File: config.mk
export PLATFORM = sky130hd
export DESIGN_NAME = fovl_bank
export DESIGN_NICKNAME = d
export VERILOG_FILES = /design/src/core/fovl_pkg.sv /design/src/core/fovl_ifc.sv /design/src/core/fovl_flag_word.sv /design/src/core/fovl_apb_front.sv /design/src/core/fovl_bank.sv
export SDC_FILE = /design/constraint.sdc
export NUM_CORES = 1
export LEC_CHECK = 0
export ABC_AREA = 0
export BUFFER_PORTS_ARGS = -buffer_cell sky130_fd_sc_hd__buf_4
export CAP_MARGIN = 20
export CORE_ASPECT_RATIO = 1.2
export CORE_MARGIN = 1.5
export CORE_UTILIZATION = 51
export CTS_CLUSTER_DIAMETER = 150
export CTS_CLUSTER_SIZE = 8
export DETAILED_ROUTE_END_ITERATION = 10
export PLACE_DENSITY = 0.75
export SYNTH_ARGS = -nofsm -noshare
export SYNTH_HDL_FRONTEND = slang
export SYNTH_HIERARCHICAL = 1
export SYNTH_SLANG_ARGS = --single-unit
File: constraint.sdc
create_clock -name clk -period 2.4 [get_ports clk]
set_input_delay 0.48 -clock clk [delete_from_list [all_inputs] [get_ports clk]]
set_output_delay 0.48 -clock clk [all_outputs]
set_load 0.01 [all_outputs]
File: src/core/fovl_pkg.sv
// Constants and register map of the FIFO overflow latch bank
package fovl_pkg;
	localparam int FOVL_WORD_W = 32;
	localparam int FOVL_WORDS = 5;
	localparam int FOVL_CHANNELS = 160;
	localparam int FOVL_ADDR_W = 12;
	localparam int FOVL_IDX_W = 10;
	localparam int FOVL_IDX_LSB = 2;
	// Register indices; byte address is four times the index
	localparam logic [9:0] FOVL_IDX_IRQ_CTRL = 10'h0d8;
	localparam logic [9:0] FOVL_IDX_FIFO_SUM = 10'h0d9;
	localparam logic [9:0] FOVL_IDX_OVF_CH1_32 = 10'h0da;
	localparam logic [9:0] FOVL_IDX_OVF_CH33_64 = 10'h0db;
	localparam logic [9:0] FOVL_IDX_OVF_CH65_96 = 10'h0dc;
	localparam logic [9:0] FOVL_IDX_OVF_CH97_128 = 10'h0dd;
	localparam logic [9:0] FOVL_IDX_OVF_CH129_160 = 10'h0de;
	localparam logic [9:0] FOVL_IDX_OVF [FOVL_WORDS] = '{FOVL_IDX_OVF_CH1_32, FOVL_IDX_OVF_CH33_64,
		FOVL_IDX_OVF_CH65_96, FOVL_IDX_OVF_CH97_128, FOVL_IDX_OVF_CH129_160};
	// Interrupt control fields
	localparam int FOVL_CTRL_GLOBAL_EN_BIT = 31;
	localparam int FOVL_CTRL_OVF_EN_BIT = 25;
	localparam int FOVL_CTRL_ANY_OVF_BIT = 9;
	localparam int FOVL_CTRL_EN_STRB_LANE = 3;
	localparam logic FOVL_CTRL_GLOBAL_EN_RST = 1'b1;
	localparam logic FOVL_CTRL_OVF_EN_RST = 1'b1;
	// Summary field: one bit per flag word from this bit upward
	localparam int FOVL_SUM_OVF_LSB = 0;
	localparam logic [31:0] FOVL_FLAGS_RST = 32'h0000_0000;
	localparam logic [31:0] FOVL_RD_ZERO = 32'h0000_0000;
endpackage

File: src/core/fovl_ifc.sv
// Carriers between the overflow bank top and its word and bus-front modules
`timescale 1ns/1ps
`default_nettype none
interface fovl_word_ifc;
	logic [31:0] set;
	logic clr;
	logic [31:0] flags;
	logic any;
	modport owner (input set, input clr, output flags, output any);
	modport user (output set, output clr, input flags, input any);
endinterface

interface fovl_bus_ifc;
	logic sel_ctrl;
	logic sel_sum;
	logic [4:0] sel_ovf;
	logic wr_stb;
	logic rd_ld;
	modport front (output sel_ctrl, output sel_sum, output sel_ovf, output wr_stb, output rd_ld);
	modport core (input sel_ctrl, input sel_sum, input sel_ovf, input wr_stb, input rd_ld);
endinterface
`default_nettype wire

File: src/core/fovl_flag_word.sv
// One 32-bit word of sticky overflow flags with clear on write
`timescale 1ns/1ps
`default_nettype none
module fovl_flag_word
	import fovl_pkg::*;
(
	// Clock and reset
	input wire logic clk,
	input wire logic rst_n,
	// Flag word carrier
	fovl_word_ifc.owner w
);
	logic [31:0] flags;
	logic [31:0] next_flags;

	// RULE_12: a set in the clearing cycle wins
	assign next_flags = (flags & ~{32{w.clr}}) | w.set;

	// RULE_01: flags hold until cleared
	always_ff @(posedge clk) begin
		if (!rst_n) begin
			flags <= FOVL_FLAGS_RST;
		end else begin
			flags <= next_flags;
		end
	end

	assign w.flags = flags;
	// RULE_12: word summary is the OR of its flags
	assign w.any = |flags;
endmodule
`default_nettype wire

File: src/core/fovl_apb_front.sv
// APB slave front end: address decode, ready and error answer
`timescale 1ns/1ps
`default_nettype none
module fovl_apb_front
	import fovl_pkg::*;
(
	// Clock and reset
	input wire logic clk,
	input wire logic rst_n,
	// APB request
	input wire logic psel,
	input wire logic penable,
	input wire logic pwrite,
	input wire logic [11:0] paddr,
	// APB answer
	output logic pready,
	output logic pslverr,
	// Decoded access to the register core
	fovl_bus_ifc.front bus
);
	logic [9:0] idx;
	logic [4:0] hit_ovf;
	logic hit_ctrl;
	logic hit_sum;
	logic mapped;
	logic setup;
	logic complete;
	logic next_pready;
	logic next_pslverr;

	assign idx = paddr[FOVL_ADDR_W-1:FOVL_IDX_LSB];
	assign hit_ctrl = (idx == FOVL_IDX_IRQ_CTRL);
	assign hit_sum = (idx == FOVL_IDX_FIFO_SUM);

	genvar i;
	generate
		for (i = 0; i < FOVL_WORDS; i++) begin : g_dec
			assign hit_ovf[i] = (idx == FOVL_IDX_OVF[i]);
		end
	endgenerate

	assign mapped = hit_ctrl | hit_sum | (|hit_ovf);
	assign setup = psel & ~penable;
	assign complete = psel & penable & pready;
	// One wait-free access phase: ready follows every setup cycle
	assign next_pready = setup & ~pready;
	assign next_pslverr = setup & ~pready & ~mapped;

	always_ff @(posedge clk) begin
		if (!rst_n) begin
			pready <= 1'b0;
			pslverr <= 1'b0;
		end else begin
			pready <= next_pready;
			pslverr <= next_pslverr;
		end
	end

	assign bus.sel_ctrl = hit_ctrl;
	assign bus.sel_sum = hit_sum;
	assign bus.sel_ovf = hit_ovf;
	assign bus.wr_stb = complete & pwrite & mapped;
	assign bus.rd_ld = setup & ~pwrite;
endmodule
`default_nettype wire

File: src/core/fovl_bank.sv
// Latched overflow flag bank for 160 input FIFOs with APB access
// Operation
// RULE_01: One sticky overflow flag per input FIFO
// RULE_02: Any write clears the written flag register
// RULE_03: Word one holds FIFOs 1 to 32
// RULE_04: Word two holds FIFOs 33 to 64
// RULE_05: Word three holds FIFOs 65 to 96
// RULE_06: Word four holds FIFOs 97 to 128
// RULE_07: Word five holds FIFOs 129 to 160
// RULE_08: Summary bit 0 flags channels 1-32
// RULE_09: Summary bits 1-4 flag remaining groups
// RULE_10: Control bit 9 reports any overflow
// RULE_11: Interrupt needs bits 25 and 31 set
// RULE_12: Summary is OR; set beats clear
//
// Register access over APB was left to the implementer.
`timescale 1ns/1ps
`default_nettype none
module fovl_bank
	import fovl_pkg::*;
(
	// Clock and reset
	input wire logic clk,
	input wire logic rst_n,
	// APB slave
	input wire logic psel,
	input wire logic penable,
	input wire logic pwrite,
	input wire logic [11:0] paddr,
	input wire logic [31:0] pwdata,
	input wire logic [3:0] pstrb,
	output logic [31:0] prdata,
	output logic pready,
	output logic pslverr,
	// Overflow events from the input FIFOs, bit n for FIFO n+1
	input wire logic [159:0] fifo_ovf_event,
	// Status toward interrupt logic
	output logic [4:0] ovf_summary,
	output logic any_fifo_ovf_latched,
	output logic ovf_irq
);
	fovl_bus_ifc bus ();

	logic [31:0] ovf_acc [FOVL_WORDS+1];
	logic [4:0] word_any;
	logic any_now;
	logic fifo_ovf_irq_enable;
	logic global_irq_enable;
	logic ctrl_wr;
	logic [31:0] ctrl_rd;
	logic [31:0] sum_rd;
	logic [31:0] ovf_rd;
	logic [31:0] rd_mux;
	logic [31:0] next_prdata;

	fovl_apb_front u_front (
		.clk(clk),
		.rst_n(rst_n),
		.psel(psel),
		.penable(penable),
		.pwrite(pwrite),
		.paddr(paddr),
		.pready(pready),
		.pslverr(pslverr),
		.bus(bus)
	);

	genvar i;
	generate
		for (i = 0; i < FOVL_WORDS; i++) begin : g_word
			fovl_word_ifc wif ();
			// RULE_03: word 0 takes FIFOs 1-32, FIFO 1 at bit 0
			// RULE_04: word 1 takes FIFOs 33-64
			// RULE_05: word 2 takes FIFOs 65-96
			// RULE_06: word 3 takes FIFOs 97-128
			// RULE_07: word 4 takes FIFOs 129-160
			assign wif.set = fifo_ovf_event[i*FOVL_WORD_W +: FOVL_WORD_W];
			// RULE_02: any write value clears this word
			assign wif.clr = bus.wr_stb & bus.sel_ovf[i];
			// Decode is one-hot, so an OR chain picks the addressed word
			assign ovf_acc[i+1] = ovf_acc[i] | (bus.sel_ovf[i] ? wif.flags : FOVL_RD_ZERO);
			assign word_any[i] = wif.any;
			fovl_flag_word u_word (
				.clk(clk),
				.rst_n(rst_n),
				.w(wif)
			);
		end
	endgenerate

	// RULE_10: global latched status is any flag set
	assign any_now = |word_any;
	assign ctrl_wr = bus.wr_stb & bus.sel_ctrl & pstrb[FOVL_CTRL_EN_STRB_LANE];

	assign ctrl_rd = (32'(global_irq_enable) << FOVL_CTRL_GLOBAL_EN_BIT)
		| (32'(fifo_ovf_irq_enable) << FOVL_CTRL_OVF_EN_BIT)
		| (32'(any_fifo_ovf_latched) << FOVL_CTRL_ANY_OVF_BIT);

	assign sum_rd = 32'(ovf_summary) << FOVL_SUM_OVF_LSB;

	assign ovf_acc[0] = FOVL_RD_ZERO;
	assign ovf_rd = ovf_acc[FOVL_WORDS];

	// Unmapped reads return zero
	assign rd_mux = bus.sel_ctrl ? ctrl_rd : (bus.sel_sum ? sum_rd : ovf_rd);
	assign next_prdata = bus.rd_ld ? rd_mux : prdata;

	always_ff @(posedge clk) begin
		if (!rst_n) begin
			prdata <= FOVL_RD_ZERO;
		end else begin
			prdata <= next_prdata;
		end
	end

	// Enables live in byte lane 3 of the control register
	always_ff @(posedge clk) begin
		if (!rst_n) begin
			global_irq_enable <= FOVL_CTRL_GLOBAL_EN_RST;
			fifo_ovf_irq_enable <= FOVL_CTRL_OVF_EN_RST;
		end else if (ctrl_wr) begin
			global_irq_enable <= pwdata[FOVL_CTRL_GLOBAL_EN_BIT];
			fifo_ovf_irq_enable <= pwdata[FOVL_CTRL_OVF_EN_BIT];
		end
	end

	always_ff @(posedge clk) begin
		if (!rst_n) begin
			ovf_summary <= 5'h00;
			any_fifo_ovf_latched <= 1'b0;
			ovf_irq <= 1'b0;
		end else begin
			// RULE_08: bit 0 summarises FIFOs 1-32
			// RULE_09: bits 1-4 summarise the other words
			ovf_summary <= word_any;
			// RULE_10: any-overflow latched status
			any_fifo_ovf_latched <= any_now;
			// RULE_11: both enables gate the interrupt
			ovf_irq <= any_now & fifo_ovf_irq_enable & global_irq_enable;
		end
	end
endmodule
`default_nettype wire

==> flow_metrics.tcl, run 1 <==
set metrics [dict create \
    maxCapViolCount 0 \
    worst_pin_slew_ps 862.1 \
    synth_area_um2 8330 \
    path_class "flop to flop" \
    fp-row-count 51 \
    clock-sinks 203 \
    syn_inst 828 \
    maxSlewHeadroom 0.4253 \
    finalSetupTns_ps 0 \
    drc 0 \
    hold_class "input port to flop" \
    path_clk_slew_ps 50 \
    finClkSkew_ps 15.59 \
    min_period_over_period 0.9420 \
    grt_pass1_wl_mm 38.44 \
    die_area_um2 17110 \
    critPathMaxFanout 3 \
    ys_ff_latch 203 \
    synthDistinctLibCells 40 \
    power_density_nw_per_um2 719.1 \
    synth_edf_count 0 \
    first_iter_violations 648 \
    timing.rr.start "g_word[4].u_word/w.flags[5]" \
    drtAntennaViolNets 0 \
    peakVddDrop_mv 0.6336 \
    viasPerCell 5.743 \
    grt_remaining_overflow 0 \
    hp-start "fifo_ovf_event[66]" \
    final_nets 1261 \
    yosysWarnings 6 \
    whs_endpoint "g_word[2].u_word/w.flags[2]" \
    vias 7236 \
    cts_tree "built" \
    placed_area_um2 10310 \
    clockBufferDepth 3 \
    async_flop_share 0 \
    fin_crit_ps 2261 \
    r2r.worst_path.cells 6 \
    reg2reg_slack_ps 140 \
    synthToLayoutAreaGrowth_pct 32.80 \
    htree_levels 1 \
    grt_antenna_before_repair 0 \
    status "finished, final reports clean" \
    stdcell_area_um2 11060 \
    wl_mm 25.19 \
    p_leak_uw 0.004734 \
    cts_buffers 29 \
    cts_root_buf "clkbuf_16" \
    crit_required_ps 2820 \
    hpwl_mm 18.03 \
    grt_pass1_vias 7290 \
    setup_violations 0 \
    hold_violations 0 \
    diodes 0 \
    fmax_mhz 442.3 \
    cp-end-kind "flop" \
    pin_count 254 \
    drv_slew 0 \
    grt_max_degree 173 \
    synth.avg_cell_area_um2 10.06 \
    io_buffers 218 \
    routedWlPerCell_um 19.99 \
    hold_depth 2 \
    cp_data_arrival_time_ps 2680 \
    rsz0062_at_grt "no" \
    place.gp.congestion 0.9301 \
    reg2reg_to "ovf_irq" \
    clock_latency_ps 530 \
    die_width_um 119.7 \
    yosysSeqAreaShare 0.4878 \
    startpoint_type "flop" \
    drive_above_1_share 0.2910 \
    synthFlopType "dfxtp_1" \
    dr.pass1.iters 6 \
    fp.dieH_um 143.0 \
    initial_utilization 0.5181 \
    synth_nets 1041 \
    grt_usage 0.2892 \
    fp.coreArea_um2 16080 \
]
[sequential cells by signal, indices dropped and copies added, names as in the netlist]
signal,cells
global_irq_enable,1
any_fifo_ovf_latched,1
prdata,32
u_front/pslverr,1
ovf_summary,5
u_front/pready,1
ovf_irq,1
g_word.u_word/w.flags,160
fifo_ovf_irq_enable,1
[synthesized netlist by cell type (2+ instances only)]
library cell | instances | area, µm²
dfxtp_1 | 203 | 4064
o21a_1 | 161 | 1209
nor2b_1 | 156 | 975.9
a22oi_1 | 37 | 277.8
nor4_1 | 35 | 219.0
buf_2 | 33 | 165.2
nand2_1 | 30 | 112.6
a222oi_1 | 27 | 270.3
a22o_1 | 24 | 210.2
clkbuf_1 | 22 | 82.58
nand4_1 | 12 | 75.07
and2_1 | 11 | 68.82
nand2b_1 | 8 | 50.05
nand3_1 | 8 | 40.04
nor2_1 | 6 | 22.52
a21oi_1 | 5 | 25.02
a32o_1 | 5 | 50.05
nor2b_2 | 5 | 43.79
nor4_2 | 5 | 62.56
or2_1 | 5 | 31.28
buf_6 | 4 | 45.04
o21ai_0 | 4 | 20.02
a211oi_1 | 2 | 15.01
and4_1 | 2 | 17.52
mux2i_1 | 2 | 20.02
nor3_2 | 2 | 20.02
[metal layers]
layer,share of wire,global-route usage,up-vias,wire length [µm]
met5,0,0,-,0
met4,0.024,0.09211,0,594
met3,0.082,0.06350,39,2055
met2,0.52,0.5333,315,13090
met1,0.38,0.3320,3430,9447
li1,-,-,3452,-
[layout by cell type, fill, tap and decap left out, types with 12 or more instances in the layout]
| cell type | count |
|---|---|
| buf_4 | 239 |
| dfxtp_1 | 203 |
| o21a_1 | 161 |
| nor2b_1 | 155 |
| a22oi_1 | 37 |
| nor4_1 | 33 |
| nand2_1 | 30 |
| clkbuf_16 | 29 |
| a222oi_1 | 27 |
| a22o_1 | 24 |
| nand4_1 | 12 |
[how the worst max path moves through the flow]
stage,startpoint,endpoint,slack [ps],depth (start not counted)
after global placement,g_word[4].u_word/w.flags[30],ovf_irq,50,7
final,g_word[4].u_word/w.flags[5],ovf_irq,140,6
after detailed placement,g_word[4].u_word/w.flags[30],ovf_irq,70,7
after floorplan,paddr[10],g_word[4].u_word/w.flags[0],190,9
after CTS,g_word[4].u_word/w.flags[30],ovf_irq,40,7
after global routing,g_word[2].u_word/w.flags[5],ovf_irq,70,6
[critical path, cell delays in order (launching register included)]
cell	delay, ps
dfxtp_1	340
nor4_1	560
nand4_1	170
or2_1	260
or4_1	440
o21a_1	200
and3_1	170
[what timing repair did]
item                       CTS  global route
setup endpoints to repair    0             1
gates resized for setup      0             2
setup buffers                0             0
hold buffers                 0             0
[per-stage QoR]
step                      std cells  setup slack (ps)  power (µW)    util  hold slack [ps]
after global placement         1229             52.59        4517  0.6411            463.0
final                          1260             139.2        7955  0.6880            150.8
after CTS                      1260             39.01        7993  0.6872            148.9
after global routing           1260             70.38        8230  0.6880            151.7
after detailed placement       1229             68.85        4529  0.6411            466.0
after floorplan                 828             186.5        4122       -            475.7
[cells by family after synthesis]
logic type / share of synthesized area
AOI/OAI and AO/OA: 0.2516
muxes: 0.002403
buffers and inverters: 0.03605
and+or+nand+nor: 0.2221
DFF: 0.4878
[power breakdown]
part | leakage, µW | total, µW | internal (µW) | switching, µW
registers | 0.00169 | 3770 | 3580 | 183
logic | 0.00268 | 711 | 452 | 260
clock network | 0.000362 | 3480 | 2100 | 1380
total | 0.00473 | 7960 | 6140 | 1820
[final cells by class]
type | instances | area [µm²]
clock inverters | 2 | 16.27
clock buffers | 29 | 725.7
multi-input cells | 564 | 3994
repair buffers | 249 | 1994
fillers | 1313 | 5017
flip-flops and latches | 203 | 4064
well taps | 212 | 265.3
inverters | 1 | 3.754
No activity file was read; power rests on OpenSTA's default activity.
==> run 2: changes to the inputs <==
--- a/config.mk
+++ b/config.mk
@@ -7,7 +7,6 @@
 export LEC_CHECK = 0
 export ABC_AREA = 0
 export BUFFER_PORTS_ARGS = -buffer_cell sky130_fd_sc_hd__buf_4
-export CAP_MARGIN = 20
 export CORE_ASPECT_RATIO = 1.2
 export CORE_MARGIN = 1.5
 export CORE_UTILIZATION = 51
==> constraint.sdc (replaced) <==
create_clock -name clk -period 2.2 [get_ports clk]
set_input_delay 0.44 -clock clk [delete_from_list [all_inputs] [get_ports clk]]
set_output_delay 0.44 -clock clk [all_outputs]
set_load 0.02 [all_outputs]
==> flow_metrics.tcl, run 2 (synthesized netlist as in run 1, its figures left out) <==
set metrics [dict create \
    status "finished, final reports clean" \
    crit_required_ps 2620 \
    maxSlewHeadroom 0.5902 \
    cts_root_buf "clkbuf_16" \
    pre_cts_ws_ps -52.47 \
    power_density_nw_per_um2 771.2 \
    path_class "flop to flop" \
    dr.pass1.iters 6 \
    drtAntennaViolNets 0 \
    hold_class "input port to flop" \
    min_period_over_period 0.9868 \
    routedWlPerCell_um 19.95 \
    wl_mm 25.48 \
    die_area_um2 17110 \
    whs_ps 123.1 \
    fp.dieH_um 143.0 \
    pwr-share-clk 0.432 \
    switchingPower_uw 1989 \
    pin_count 254 \
    fillers 1322 \
    cts_buffers 29 \
    fp.coreArea_um2 16080 \
    final_nets 1278 \
    grt_pass1_wl_mm 38.47 \
    layout_common_cells "254 x buf_4, 199 x dfxtp_1, 161 x o21a_1" \
    grt_antenna_before_repair 0 \
    clock_latency_ps 520 \
    setup_slack_ps 29.10 \
    p_sw_frac 0.2282 \
    drive_above_1_share 0.3136 \
    io_buffers 218 \
    fp-row-count 51 \
    worst_pin_slew_ps 613.3 \
    largestRegisters "g_word.u_word/w.flags: 160 flops, prdata: 32 flops, ovf_summary: 5 flops" \
    diodes 0 \
    initial_utilization 0.5181 \
    htree_levels 1 \
    first_iter_violations 594 \
    p_int_uw 6728 \
    comb_power_share 0.096 \
    clock-sinks 203 \
    maxCapViolCount 0 \
    place.gp.congestion 0.8782 \
    setup_violations 0 \
    viasPerCell 5.704 \
    cts_tree "built" \
    largest_reg_flops 160 \
    rsz0062_at_grt "yes" \
    path_clk_slew_ps 50 \
    grt_usage 0.2890 \
    grt_pass1_vias 7390 \
    p_leak_uw 0.004840 \
    synthToLayoutAreaGrowth_pct 35.69 \
    drc 0 \
    hpwl_mm 18.40 \
    cp_data_arrival_time_ps 2590 \
    seqPwrFrac 0.472 \
    layout_commonest_cell "buf_4" \
    clockBufferDepth 3 \
    fmax_mhz 460.6 \
    finClkSkew_ps 11.43 \
    grt_max_degree 84 \
    peakVddDrop_mv 0.5503 \
    vias 7284 \
    largest_register "g_word.u_word/w.flags" \
    fin_crit_ps 2171 \
    drv_slew 0 \
    hold_violations 0 \
    cp-end-kind "flop" \
    startpoint_type "flop" \
    grt_remaining_overflow 0 \
    die_width_um 119.7 \
    critPathMaxFanout 3 \
]
==> run 2: timing repair <==
item / CTS / global route
setup buffers: 0 / 0
setup endpoints to repair: 1 / 1
gates cloned: 0 / 0
hold buffers: 0 / 0
pin swaps: 0 / 7
resized for setup: 5 / 13
==> run 2: final timing paths <==
kind	startpoint	end	slack, ps	cells after the start
min reg2reg	prdata[13]	prdata[13]	480	1
min	fifo_ovf_event[61]	g_word[1].u_word/w.flags[29]	120	2
max	g_word[3].u_word/w.flags[2]	ovf_irq	30	7
max reg2reg	g_word[3].u_word/w.flags[2]	ovf_irq	30	7
==> run 2: per-stage QoR <==
stage	power [µW]	area, µm²	TNS (ps)	util	cells
final	8717	11300	0	0.7029	1277
after detailed placement	4984	10460	-97.28	0.6506	1246
after global routing	9034	11300	-31.78	0.7029	1277
after CTS	8760	11230	0	0.6986	1277
after floorplan	4505	8330	0	-	828
after global placement	4967	10460	-122.1	0.6506	1246
==> run 2: final cells by class <==
| type | instances | area [µm²] | share of cell area |
|---|---|---|---|
| clock buffer | 29 | 725.7 | 0.06420 |
| clock inverter | 2 | 16.27 | 0.001439 |
| inverter | 1 | 3.754 | 0.0003321 |
| multi-input combinational | 564 | 4076 | 0.3606 |
| sequential | 203 | 4069 | 0.3600 |
| tap | 212 | 265.3 | 0.02347 |
| timing repair buffer | 266 | 2147 | 0.1899 |
==> run 2: layer usage <==
metal / vias to the layer above / track usage / wire (µm)
li1: 3481 / - / -
met1: 3461 / 0.3301 / 9398
met2: 280 / 0.5154 / 13190
met3: 62 / 0.06350 / 1876
met4: 0 / 0.1322 / 1011
met5: - / 0 / 0
==> run 2: power by group through the flow <==
| stage | registers [µW] | clock network [µW] | logic, µW |
|---|---|---|---|
| 4_1_cts | 4100 | 3830 | 828 |
| 3_5_place_dp | 4160 | 0 | 819 |
| 5_1_grt | 4140 | 3990 | 905 |
| 2_1_floorplan | 4110 | 0 | 400 |
| 3_3_place_gp | 4160 | 0 | 805 |
| 6_report | 4120 | 3770 | 834 |
==> run 2: worst max-delay path, cell delays in order (launching register included) <==
cell     delay [ps]
dfxtp_2         350
nor4_4          320
buf_4           160
nand4_1         100
or2_1           270
or4_4           520
o21a_1          190
and3_1          170
